<file path="src/common/enc_map.svh">
`ifndef ENC_MAP_SVH
`define ENC_MAP_SVH

// --------------------------------------------------------------------------
// Register offsets (byte addresses)
// --------------------------------------------------------------------------
`define REG_CTRL 8'h00
`define REG_STEPS 8'h04
`define REG_SPAN 8'h08
`define REG_MADDR 8'h0c
`define REG_STATUS 8'h10
`define REG_MASK 8'h14
`define REG_POS 8'h18
`define REG_WRAP 8'h1c

// --------------------------------------------------------------------------
// Control fields and reset values
// --------------------------------------------------------------------------
`define CTRL_DIR 0
`define CTRL_EXT 1
`define CTRL_RESCALE 2
`define CTRL_RESET 3'h6
`define STEPS_RESET 16'h1000
`define SPAN_ST_RESET 32'h0000_1000
`define SPAN_MT_RESET 32'h0100_0000
`define MADDR_RESET 8'h02

// --------------------------------------------------------------------------
// Event bits
// --------------------------------------------------------------------------
`define EV_WRAP_IN 0
`define EV_WRAP_OUT 1
`define EV_DIAG 2

// --------------------------------------------------------------------------
// Diagnostic block
// --------------------------------------------------------------------------
`define DIAG_LEN 3'h6
`define DIAG_STAT1 8'h00
`define DIAG_STAT2 8'h0c
`define DIAG_STAT3 8'h00
`define DIAG_IDX_MADDR 3'h3
`define DIAG_IDX_MAKER_HI 3'h4
`define DIAG_IDX_MAKER_LO 3'h5

// --------------------------------------------------------------------------
// Timing
// --------------------------------------------------------------------------
`define CLK_MHZ 200
`define FLASH_HALF_MS 250

`endif

</file>
<file path="src/common/enc_pkg.sv">
`default_nettype none
package enc_pkg;
  typedef enum logic [2:0] {
    ST_IDLE = 3'b001,
    ST_SPAN = 3'b010,
    ST_POS = 3'b100
  } div_state_t;

  typedef logic [2:0] event_t;
endpackage
`default_nettype wire

</file>
<file path="src/common/diag_if.sv">
`timescale 1ns/1ps
`default_nettype none
interface diag_if;
  logic rd;
  logic [2:0] idx;
  logic [7:0] rdata;
  logic wr;
  logic [2:0] widx;
  logic [7:0] wdata;

  modport master(output rd, output idx, output wr, output widx, output wdata, input rdata);
  modport store(input rd, input idx, input wr, input widx, input wdata, output rdata);
endinterface
`default_nettype wire

</file>
<file path="src/hw/diag_store.sv">
`timescale 1ns/1ps
`default_nettype none
`include "enc_map.svh"
module diag_store
  import enc_pkg::*;
#(
  // Arbitrary value, not a registered maker code
  parameter logic [15:0] MAKER_ID = 16'h0a5c
) (
  input wire logic clk,
  input wire logic rst_n,
  diag_if.store bus
);
  logic [7:0] mem_q [6];
  logic [7:0] mem_d [6];
  logic [7:0] rdata_q;
  logic [7:0] rdata_d;

  always_comb begin
    for (int i = 0; i < 6; i++) begin
      mem_d[i] = mem_q[i];
    end
    rdata_d = rdata_q;
    if (bus.wr && bus.widx < `DIAG_LEN) begin
      mem_d[bus.widx] = bus.wdata;
    end
    if (bus.rd && bus.idx < `DIAG_LEN) begin
      rdata_d = mem_q[bus.idx];
    end
  end

  always_ff @(posedge clk) begin
    if (!rst_n) begin
      mem_q[0] <= `DIAG_STAT1;
      mem_q[1] <= `DIAG_STAT2;
      mem_q[2] <= `DIAG_STAT3;
      mem_q[`DIAG_IDX_MADDR] <= `MADDR_RESET;
      mem_q[`DIAG_IDX_MAKER_HI] <= MAKER_ID[15:8];
      mem_q[`DIAG_IDX_MAKER_LO] <= MAKER_ID[7:0];
      rdata_q <= 8'h00;
    end else begin
      mem_q <= mem_d;
      rdata_q <= rdata_d;
    end
  end

  assign bus.rdata = rdata_q;
endmodule
`default_nettype wire

</file>
<file path="src/hw/encoder_scaling_wrap_diag.sv">
// The placing of the registers and the plain strobed port were decided locally.
`timescale 1ns/1ps
`default_nettype none
`include "enc_map.svh"
module encoder_scaling_wrap_diag
  import enc_pkg::*;
#(
  parameter bit MULTI_TURN = 1'b1,
  parameter logic [31:0] NATIVE_SPAN = 32'h0100_0000,
  parameter int CPR_BITS = 12,
  parameter logic [15:0] MAKER_ID = 16'h0a5c,
  parameter int FLASH_HALF_CYC = `FLASH_HALF_MS * `CLK_MHZ * 1000
) (
  input wire logic clk,
  input wire logic rst_n,
  input wire logic [7:0] addr,
  input wire logic [31:0] wdata,
  input wire logic wr,
  input wire logic rd,
  output logic [31:0] rdata,
  input wire logic [31:0] raw_count,
  input wire logic diag_req,
  output logic diag_valid,
  output logic [7:0] diag_data,
  output logic diag_last,
  output logic [31:0] position,
  output logic in_wrap,
  output logic led_green,
  output logic led_red,
  output logic irq
);
  // --------------------------------------------------------------------------
  // Helpers
  // --------------------------------------------------------------------------
  // One restoring division step; remainder stays below the divisor
  function automatic logic [31:0] div_step(input logic [31:0] r, input logic b,
                                           input logic [31:0] d);
    logic [32:0] t;
    t = {r, b};
    if (t >= {1'b0, d}) begin
      t = t - {1'b0, d};
    end
    return t[31:0];
  endfunction

  // Native count to steps-per-turn resolution
  function automatic logic [31:0] scale_cnt(input logic [31:0] c, input logic [15:0] s);
    logic [47:0] p;
    p = c * s;
    return p[CPR_BITS +: 32];
  endfunction

  localparam logic [31:0] SPAN_RESET = MULTI_TURN ? `SPAN_MT_RESET : `SPAN_ST_RESET;
  localparam logic [31:0] FLASH_MAX = 32'(FLASH_HALF_CYC - 1);

  // --------------------------------------------------------------------------
  // Pin synchroniser
  // --------------------------------------------------------------------------
  // Sensor word is sampled from a gray-stable source; two stages only
  logic [31:0] cnt_s1_q, cnt_s2_q;
  always_ff @(posedge clk) begin
    if (!rst_n) begin
      cnt_s1_q <= 32'h0000_0000;
      cnt_s2_q <= 32'h0000_0000;
    end else begin
      cnt_s1_q <= raw_count;
      cnt_s2_q <= cnt_s1_q;
    end
  end

  // --------------------------------------------------------------------------
  // Register file
  // --------------------------------------------------------------------------
  logic [2:0] ctrl_q, ctrl_d;
  logic [15:0] steps_q, steps_d;
  logic [31:0] span_q, span_d;
  logic [7:0] maddr_q, maddr_d;
  event_t status_q, status_d, mask_q, mask_d, ev;
  logic [31:0] rdata_q, rdata_d;
  logic irq_q, irq_d;
  logic cfg_wr;
  logic [31:0] pos_q, wrap_rem_q;
  logic wrap_q;
  diag_if dbus ();

  assign cfg_wr = wr && (addr == `REG_CTRL || addr == `REG_STEPS || addr == `REG_SPAN);

  always_comb begin
    ctrl_d = ctrl_q;
    steps_d = steps_q;
    span_d = span_q;
    maddr_d = maddr_q;
    mask_d = mask_q;
    status_d = status_q;
    rdata_d = 32'h0000_0000;
    if (wr) begin
      unique case (addr)
        `REG_CTRL: ctrl_d = wdata[2:0];
        `REG_STEPS: steps_d = (wdata[15:0] != 16'h0000) ? wdata[15:0] : steps_q;
        // Zero span would make the divider return the dividend unreduced as remainder
        `REG_SPAN: span_d = (wdata != 32'h0000_0000) ? wdata : span_q;
        `REG_MADDR: maddr_d = wdata[7:0];
        `REG_STATUS: status_d = status_q & ~wdata[2:0];
        `REG_MASK: mask_d = wdata[2:0];
        default: ;
      endcase
    end
    // Hardware set wins over a same-cycle clear
    status_d = status_d | ev;
    if (rd) begin
      unique case (addr)
        `REG_CTRL: rdata_d = {29'h0, ctrl_q};
        `REG_STEPS: rdata_d = {16'h0, steps_q};
        `REG_SPAN: rdata_d = span_q;
        `REG_MADDR: rdata_d = {24'h0, maddr_q};
        `REG_STATUS: rdata_d = {29'h0, status_q};
        `REG_MASK: rdata_d = {29'h0, mask_q};
        `REG_POS: rdata_d = pos_q;
        `REG_WRAP: rdata_d = wrap_rem_q;
        default: rdata_d = 32'h0000_0000;
      endcase
    end
    irq_d = |(status_d & mask_d);
  end

  always_ff @(posedge clk) begin
    if (!rst_n) begin
      ctrl_q <= `CTRL_RESET;
      steps_q <= `STEPS_RESET;
      span_q <= SPAN_RESET;
      maddr_q <= `MADDR_RESET;
      status_q <= 3'h0;
      mask_q <= 3'h0;
      rdata_q <= 32'h0000_0000;
      irq_q <= 1'b0;
    end else begin
      ctrl_q <= ctrl_d;
      steps_q <= steps_d;
      span_q <= span_d;
      maddr_q <= maddr_d;
      status_q <= status_d;
      mask_q <= mask_d;
      rdata_q <= rdata_d;
      irq_q <= irq_d;
    end
  end

  // --------------------------------------------------------------------------
  // Span folding and position
  // --------------------------------------------------------------------------
  div_state_t st_q, st_d;
  logic [31:0] rem_q, rem_d, dvd_q, dvd_d, smp_q, smp_d, bound_q, bound_d;
  logic [31:0] wrap_rem_d, pos_d, rem_nx, n_eff, c_eff, c_dir;
  logic [4:0] step_q, step_d;
  logic recalc_q, recalc_d, wrap_d;

  assign n_eff = scale_cnt(NATIVE_SPAN, steps_q);
  assign c_eff = scale_cnt(cnt_s2_q, steps_q);
  assign c_dir = ctrl_q[`CTRL_DIR] ? n_eff - 32'h1 - c_eff : c_eff;
  assign rem_nx = div_step(rem_q, dvd_q[31], span_q);

  always_comb begin
    st_d = st_q;
    rem_d = rem_nx;
    dvd_d = {dvd_q[30:0], 1'b0};
    step_d = step_q + 5'h1;
    smp_d = smp_q;
    bound_d = bound_q;
    wrap_rem_d = wrap_rem_q;
    pos_d = pos_q;
    wrap_d = wrap_q;
    recalc_d = recalc_q | cfg_wr;
    unique case (st_q)
      ST_IDLE: begin
        st_d = ST_SPAN;
        dvd_d = n_eff;
        rem_d = 32'h0;
        step_d = 5'h0;
        recalc_d = cfg_wr;
      end
      ST_SPAN: begin
        if (step_q == 5'h1f) begin
          // Remainder of scaled native span n_eff by span_q; zero when ratio is 2^k
          wrap_rem_d = rem_nx;
          bound_d = n_eff - rem_nx;
          st_d = ST_POS;
          smp_d = c_dir;
          dvd_d = c_dir;
          rem_d = 32'h0;
          step_d = 5'h0;
        end
      end
      ST_POS: begin
        if (step_q == 5'h1f) begin
          if (recalc_q || cfg_wr) begin
            // Operands may mix old and new settings; keep the last good result
            st_d = ST_IDLE;
          end else if (!ctrl_q[`CTRL_RESCALE]) begin
            pos_d = smp_q;
            wrap_d = 1'b0;
          end else if (wrap_rem_q != 32'h0 && smp_q >= bound_q) begin
            // Offset so the last count before zero reads span minus one
            pos_d = smp_q - bound_q + (span_q - wrap_rem_q);
            wrap_d = 1'b1;
          end else begin
            pos_d = rem_nx;
            wrap_d = 1'b0;
          end
          smp_d = c_dir;
          dvd_d = c_dir;
          rem_d = 32'h0;
          step_d = 5'h0;
        end
      end
    endcase
  end

  always_ff @(posedge clk) begin
    if (!rst_n) begin
      st_q <= ST_IDLE;
      rem_q <= 32'h0;
      dvd_q <= 32'h0;
      step_q <= 5'h0;
      smp_q <= 32'h0;
      bound_q <= 32'h0;
      wrap_rem_q <= 32'h0;
      pos_q <= 32'h0;
      wrap_q <= 1'b0;
      recalc_q <= 1'b0;
    end else begin
      st_q <= st_d;
      rem_q <= rem_d;
      dvd_q <= dvd_d;
      step_q <= step_d;
      smp_q <= smp_d;
      bound_q <= bound_d;
      wrap_rem_q <= wrap_rem_d;
      pos_q <= pos_d;
      wrap_q <= wrap_d;
      recalc_q <= recalc_d;
    end
  end

  // --------------------------------------------------------------------------
  // Diagnostic answer
  // --------------------------------------------------------------------------
  logic busy_q, busy_d, vld_q, vld_d, last_q, last_d;
  logic [2:0] idx_q, idx_d;

  always_comb begin
    busy_d = busy_q;
    idx_d = idx_q;
    vld_d = 1'b0;
    last_d = 1'b0;
    // Requests during an answer are dropped; only the MADDR byte of the block is writable
    if (!busy_q && diag_req) begin
      busy_d = 1'b1;
      idx_d = 3'h0;
    end else if (busy_q) begin
      vld_d = 1'b1;
      last_d = (idx_q == `DIAG_LEN - 3'h1);
      idx_d = idx_q + 3'h1;
      if (last_d) begin
        busy_d = 1'b0;
      end
    end
  end

  always_ff @(posedge clk) begin
    if (!rst_n) begin
      busy_q <= 1'b0;
      idx_q <= 3'h0;
      vld_q <= 1'b0;
      last_q <= 1'b0;
    end else begin
      busy_q <= busy_d;
      idx_q <= idx_d;
      vld_q <= vld_d;
      last_q <= last_d;
    end
  end

  assign dbus.rd = busy_q;
  assign dbus.idx = idx_q;
  assign dbus.wr = wr && addr == `REG_MADDR;
  assign dbus.widx = `DIAG_IDX_MADDR;
  assign dbus.wdata = wdata[7:0];

  diag_store #(.MAKER_ID(MAKER_ID)) u_store (
    .clk(clk),
    .rst_n(rst_n),
    .bus(dbus.store)
  );

  assign ev[`EV_WRAP_IN] = wrap_d && !wrap_q;
  assign ev[`EV_WRAP_OUT] = !wrap_d && wrap_q;
  assign ev[`EV_DIAG] = last_q;

  // --------------------------------------------------------------------------
  // Indicators
  // --------------------------------------------------------------------------
  logic [31:0] fl_q, fl_d;
  logic grn_q, grn_d;

  always_comb begin
    fl_d = fl_q + 32'h1;
    grn_d = grn_q;
    if (!wrap_q) begin
      fl_d = 32'h0;
      grn_d = 1'b1;
    end else if (fl_q >= FLASH_MAX) begin
      fl_d = 32'h0;
      grn_d = !grn_q;
    end
  end

  always_ff @(posedge clk) begin
    if (!rst_n) begin
      fl_q <= 32'h0;
      grn_q <= 1'b0;
    end else begin
      fl_q <= fl_d;
      grn_q <= grn_d;
    end
  end

  assign rdata = rdata_q;
  assign diag_valid = vld_q;
  assign diag_data = dbus.rdata;
  assign diag_last = last_q;
  assign position = pos_q;
  assign in_wrap = wrap_q;
  assign led_green = grn_q;
  // Red is owned by fault logic outside this block; never lit here
  assign led_red = 1'b0;
  assign irq = irq_q;
endmodule
`default_nettype wire

</file>
<file path="config.mk">
export PLATFORM = sky130hd
export DESIGN_NAME = encoder_scaling_wrap_diag
export DESIGN_NICKNAME = d
export VERILOG_FILES = /design/src/common/enc_pkg.sv /design/src/common/diag_if.sv /design/src/hw/diag_store.sv /design/src/hw/encoder_scaling_wrap_diag.sv
export VERILOG_INCLUDE_DIRS = /design/src /design/src/common
export SDC_FILE = /design/constraint.sdc
export NUM_CORES = 2
export LEC_CHECK = 0
export CAP_MARGIN = 15
export CORE_ASPECT_RATIO = 1.5
export CORE_MARGIN = 3
export CORE_UTILIZATION = 55
export CTS_CLUSTER_SIZE = 30
export DETAILED_ROUTE_END_ITERATION = 10
export DONT_BUFFER_PORTS = 1
export GPL_TIMING_DRIVEN = 0
export PLACE_DENSITY = 0.7
export SLEW_MARGIN = 0
export SYNTH_ARGS = -nofsm -noshare
export SYNTH_HDL_FRONTEND = slang
export SYNTH_HIERARCHICAL = 1
export SYNTH_SLANG_ARGS = --single-unit
export TNS_END_PERCENT = 1
</file>
<file path="constraint.sdc">
create_clock -name clk -period 12.7 [get_ports clk]
set_input_delay 2.54 -clock clk [delete_from_list [all_inputs] [get_ports clk]]
set_output_delay 2.54 -clock clk [all_outputs]
set_load 0.05 [all_outputs]
</file>
After elaboration in Yosys (flattened, before gate mapping)
Cells that the tools add are included.
{"block": "totals", "word_cells": 136, "rom_bits": 0, "ramBits": 0, "reg_bits": 419, "n_memories": 0, "out_inout_bits": 78, "latchBits": 0, "inputBits": 77}
{"block": "classes", "n_div": 0, "n_mux": 34, "shift": 0, "n_lt_le_gt_ge": 5, "n_reduce_logical": 32, "n_bitwise": 10, "multipliers": 1, "n_eq_ne": 16, "addsub": 10}
{"operator": "one-hot mux 32 bit (8 select lines)", "count": 1}
{"operator": "2-to-1 mux 32 bit", "count": 6}
{"operator": "one-hot mux 32 bit (2 select lines)", "count": 2}
{"operator": "subtractor 32 bit", "count": 4}
{"operator": "nonzero test 32 bit", "count": 2}
{"operator": "multiplier 32 x 16 -> 44 bit", "count": 1}
{"operator": ">= comparator 33 x 32 -> 1 bit", "count": 1}
{"operator": "adder 32 x 1 -> 32 bit, second input constant", "count": 1}
{"operator": "adder 32 bit", "count": 1}
{"operator": "equality test 8 x 5 -> 1 bit, second input constant", "count": 4}
{"operator": ">= comparator 32 x 26 -> 1 bit, second input constant", "count": 1}
{"operator": ">= comparator 32 bit", "count": 1}
{"operator": "subtractor 28 x 32 -> 32 bit", "count": 1}
{"operator": "subtractor 28 x 1 -> 29 bit, second input constant", "count": 1}
{"operator": "binary-select mux 8 bit (select 3 bit)", "count": 1}
{"operator": "2-to-1 mux 3 bit", "count": 7}
{"operator": "equality test 8 x 4 -> 1 bit, second input constant", "count": 2}
{"operator": "2-to-1 mux 8 bit", "count": 2}
{"operator": "nonzero test 16 bit", "count": 1}
{"operator": "2-to-1 mux 1 bit", "count": 12}
{"operator": "AND reduction 3 bit", "count": 4}
{"operator": "one-hot mux 5 bit (2 select lines)", "count": 1}
{"operator": "AND reduction 2 bit", "count": 5}
{"operator": "one-hot mux 3 bit (3 select lines)", "count": 1}
{"operator": "24 further kinds", "count": 45}

Depth between registers and ports, before layout
{"block": "logic_depth", "ltp_word": 13, "ltp_mapped": 38, "depth_no_buf": 36}

Hierarchy
Netlist, hierarchy kept.
{"mod": "encoder_scaling_wrap_diag", "seq_area_each_um2": 8047.7, "area_per_inst_um2": 37800.0, "cells_per_inst": 4366, "n_inst": 1}
{"mod": "diag_store", "seq_area_each_um2": 1121.1, "area_per_inst_um2": 2566.2, "cells_per_inst": 267, "n_inst": 1}

Worst setup path after synthesis
No wires, ideal clock.
{"block": "synth_path", "path_kind": "register to register", "from": "register steps_q[6]", "to": "register dvd_q[31]", "path_buffers": 2, "synth_period_minus_slack_ns": 8.465, "setup_ns": 0.130, "setup_slack_ns": 4.235, "t_required_ns": 12.570, "stages_incl_launch_ff": 38, "arrival_time_ns": 8.335, "cell_sequence": "dfxtp_1 > clkbuf_1 > clkbuf_1 > nand2_1 > fa_1 > inv_1 > fa_1 > inv_1 > fa_1 > fa_1 > inv_1 > fa_1 > inv_1 > fa_1 > inv_1 > ha_1 > a21o_1 > a21oi_1 > [2 not listed] > a21bo_2 > a21oi_1 > o31a_1 > o21a_1 > o21ai_0 > nand2b_1 > xnor2_1 > ha_1 > nand3_1 > a211oi_1 > a21boi_0 > o2111ai_1 > a31oi_1 > a21oi_1 > xor2_1 > nand2_1 > xnor2_1 > o21ai_0"}
{"block": "synth_via", "elab_chain_len": 5, "word_cells_on_any_way": 6, "classes_between": "add/sub (2); mul (1); mux (3)"}
{"item": "start: declaration", "line_no": "encoder_scaling_wrap_diag.sv:75", "text": "logic [15:0] steps_q, steps_d;"}
{"item": "start signal: assignment", "line_no": "encoder_scaling_wrap_diag.sv:129", "text": "steps_q <= `STEPS_RESET;"}
{"item": "start signal: assignment", "line_no": "encoder_scaling_wrap_diag.sv:138", "text": "steps_q <= steps_d;"}
{"item": "multiplier 32 x 16 -> 44 bit / subtractor 28 x 1 -> 29 bit (equally long branches)", "line_no": "encoder_scaling_wrap_diag.sv:49, encoder_scaling_wrap_diag.sv:159"}
{"item": "subtractor 32 bit", "line_no": "encoder_scaling_wrap_diag.sv:159", "text": "assign c_dir = ctrl_q[`CTRL_DIR] ? n_eff - 32'h1 - c_eff : c_eff;"}
{"item": "2-to-1 mux 32 bit *", "line_no": "encoder_scaling_wrap_diag.sv:159"}
{"item": "2-to-1 mux 32 bit *", "line_no": "encoder_scaling_wrap_diag.sv:182, encoder_scaling_wrap_diag.sv:194"}
{"item": "one-hot mux 32 bit (2 select lines) *", "line_no": "encoder_scaling_wrap_diag.sv:173", "text": "unique case (st_q)"}
{"item": "end signal: assignment", "line_no": "encoder_scaling_wrap_diag.sv:233", "text": "dvd_q <= dvd_d;"}
{"item": "end: declaration", "line_no": "encoder_scaling_wrap_diag.sv:152", "text": "logic [31:0] rem_q, rem_d, dvd_q, dvd_d, smp_q, smp_d, bound_q, bound_d;"}
Mark *: on every way between the ends. The rest lies on a longest branch, timed or not.
A chain may end at the register's enable or synchronous reset.

Worst setup path in the final report
{"block": "layout_path", "from": "register steps_q[10]", "to": "register dvd_q[31]"}
The elaborated chain is that of the path after synthesis.

==> results_dict.tcl <==
set metrics [dict create \
    cts.clk_slew.worst_paths_ps 70 \
    intPower_uw 3610 \
    grt-ovfl-total 0 \
    cts.sinks 458 \
    path_class "reg2reg" \
    ys_warn_count 6 \
    min-delay-start "dvd_q[0]" \
    synth_most_common_cell "inv_1" \
    cp_slowest_cell "o21ai_0" \
    synth.distinct_cells 92 \
    leakage_uw 0.01881 \
    status "complete, no violations" \
    h-tree-depth 2 \
    rr_startpoint "steps_q[10]" \
    power_frac_clock 0.233 \
    routabilityCongestion 1.026 \
    cp_data_arrival_time_ps 12160 \
    netlist_instances 4633 \
    cts_tree "yes" \
    dp_hpwl_um 113900 \
    layout.cells.non_filler 5663 \
    numCtsBuffers 47 \
    cp_max_fo 10 \
    required_ps 13100 \
    timing.slew.headroom 0.1357 \
    via_per_inst 5.986 \
    place_area_mm2 0.04157 \
    dp_slack_ps 1065 \
    synthTopCellsByArea "fa_1, dfxtp_1, ha_1" \
    synth_top_area_frac 0.2351 \
    core_area_mm2 0.07267 \
    startpoint "steps_q[10]" \
    fin_area_mm2 0.04327 \
    fp.dieW_um 227.2 \
    endpoint_kind "register" \
    yosys.area.top_type "fa_1" \
    hp-class "reg2reg" \
    ant_nets 0 \
    worst_pin_slew_ps 1287 \
    grt_max_degree 16 \
    swShare 0.4433 \
    synthTopCellsByCount "inv_1, nand2_1, fa_1" \
    initial_core_util 0.5555 \
    p_sw_uw 2875 \
    die_area_mm2 0.07675 \
    cpLargestDelayFamily "compound AO/OA/AOI/OAI gates" \
    drc_errors 0 \
    synth_edf_count 0 \
    synth_async_sr_flop_share 0 \
    top_usage_layer "met2" \
    cts_setup_buffers 0 \
    finalCriticalPeriod_ps 11770 \
    drt_pre_antenna_iters 5 \
    crit_path_start_kind "register" \
    setup_ws_ps 933.1 \
    chipHeight_um 337.8 \
    io_pins 155 \
    clockBufferDepth 3 \
    antenna_found_initial 6 \
    fin_setup_tns_ps 0 \
    port_buffers 0 \
    grt.met2_usage 0.6308 \
    dr_total_vias 33900 \
    powerDensity_mw_per_mm2 149.9 \
    ys.flop_type "dfxtp_1" \
    final_layout_size_suffix_gt1_frac 0.03699 \
    areaGrowthSynthToFinish_pct 7.191 \
    initialDrtViolationCount 2398 \
    seq_area_frac_synth 0.2271 \
    rsz0062_at_grt "no" \
    met3_usage 0.07121 \
    met1_usage 0.3900 \
    grt_pass1_vias 34940 \
    grt_use_total 0.3675 \
    wl_per_cell_um 24.73 \
    finish.net_count 5477 \
    p_seq_frac 0.231 \
    slowest_delay_ps 840 \
    clockRootBuffer "clkbuf_16" \
    ir_worst_vdd_mv 0.2078 \
    combPwrFrac 0.535 \
    finalHoldViolCount 0 \
    path_common_cell "fa_1" \
    grt_pass1_wl_um 208700 \
    cap_violations 0 \
    syn_avg_cell_area_um2 8.713 \
    synth.cell_area_mm2 0.04037 \
    crit_buf_inv 5 \
    cts_resized 0 \
    setup_viol 0 \
    dp_cells 5565 \
    fin_crit_sh 0.9265 \
    finalWirelength_um 140100 \
    insertion_delay_ps 630 \
    fin_skew_ps 31.78 \
    hold_ws_ps 428.7 \
    max_freq_ghz 0.08498 \
    drv_slew 0 \
    ys_ff_latch 458 \
    rows 121 \
    cts_hold_buf 0 \
]
cell families after synthesis:
group | after synthesis | share of synthesized area
other | 2 | 0.0001860
XOR/XNOR | 179 | 0.03884
adder cells (fa/ha/maj) | 708 | 0.3076
multiplexers | 151 | 0.03909
flip-flops | 458 | 0.2271
AO/OA/AOI/OAI | 772 | 0.1292
buffers and inverters | 842 | 0.07944
AND/OR/NAND/NOR | 1521 | 0.1785
worst register-to-register path, delay by kind of cell (launching register included):
family / cells / cell delay (ps)
flops: 1 / 350
fa+ha+maj: 8 / 3970
simple gates: 5 / 550
xor+xnor: 3 / 450
buf+inv: 5 / 1730
compound gates: 14 / 4510
layout make-up:
type	count	area, um2
Tap cell	922	1154
Fill cell	6608	29400
Buffer	234	925.9
Clock buffer	63	1326
Timing Repair Buffer	2	18.77
Clock inverter	25	347.8
Inverter	608	2282
Sequential cell	458	9169
Multi-Input combinational cell	3341	28020
Antenna cell	10	25.02
layout by cell type (no fill, tap or decap), types with 29 or more instances in the layout:
master       n
o21a_1      29
mux2i_1    107
xor2_1      73
a21o_1      91
clkbuf_16   47
nand3_1     83
o21ai_0    122
dfxtp_1    458
nand4_1     29
mux2_2      43
inv_1      605
nor2_1     310
fa_1       474
nor3_1      49
nor2b_1     35
a21oi_1    199
a31oi_1     35
a22oi_1     30
clkbuf_1   195
buf_1       29
and2_1     265
xnor2_1    106
a211oi_1    62
nor4_1      35
ha_1       234
nand2_1    595
stage by stage:
stage | utilization | total power (uW)
5_1_grt | 0.5951 | 6740
6_report | 0.5954 | 6484
4_1_cts | 0.5951 | 6395
3_3_place_gp | 0.5718 | 4860
2_1_floorplan | - | 3936
3_5_place_dp | 0.5720 | 4868
per-layer routing:
layer	part of all wire	up-vias	wire length [um]
met3	0.072	521	10030
li1	-	15290	-
met4	0.10	2	14210
met5	0.000093	-	13
met1	0.34	16650	47900
met2	0.48	1446	67890
power groups by stage:
stage	sequential [uW]	clock [uW]	combinational (uW)
finish	1500	1510	3470
global route	1500	1580	3660
CTS	1500	1530	3370
detailed placement	1530	0	3340
global placement	1530	0	3330
floorplan	1520	0	2420
flip-flops by register name (all words and copies together), names as in the netlist, 5 cells and up:
signal,flops
u_store/mem_q,48
cnt_s1_q,32
cnt_s2_q,32
dvd_q,32
fl_q,32
position,32
rdata,32
rem_q,32
smp_q,32
span_q,32
wrap_rem_q,32
bound_q,31
steps_q,16
maddr_q,8
u_store/bus.rdata,8
step_q,5
path summary, 6_finish.rpt:
path | end | slack (ps) | cells after the start
max | dvd_q[31] | 930 | 35
max reg2reg | dvd_q[31] | 930 | 35
min reg2reg | dvd_q[1] | 430 | 1
min | dvd_q[1] | 430 | 1
(Power assumes the default switching activity.)
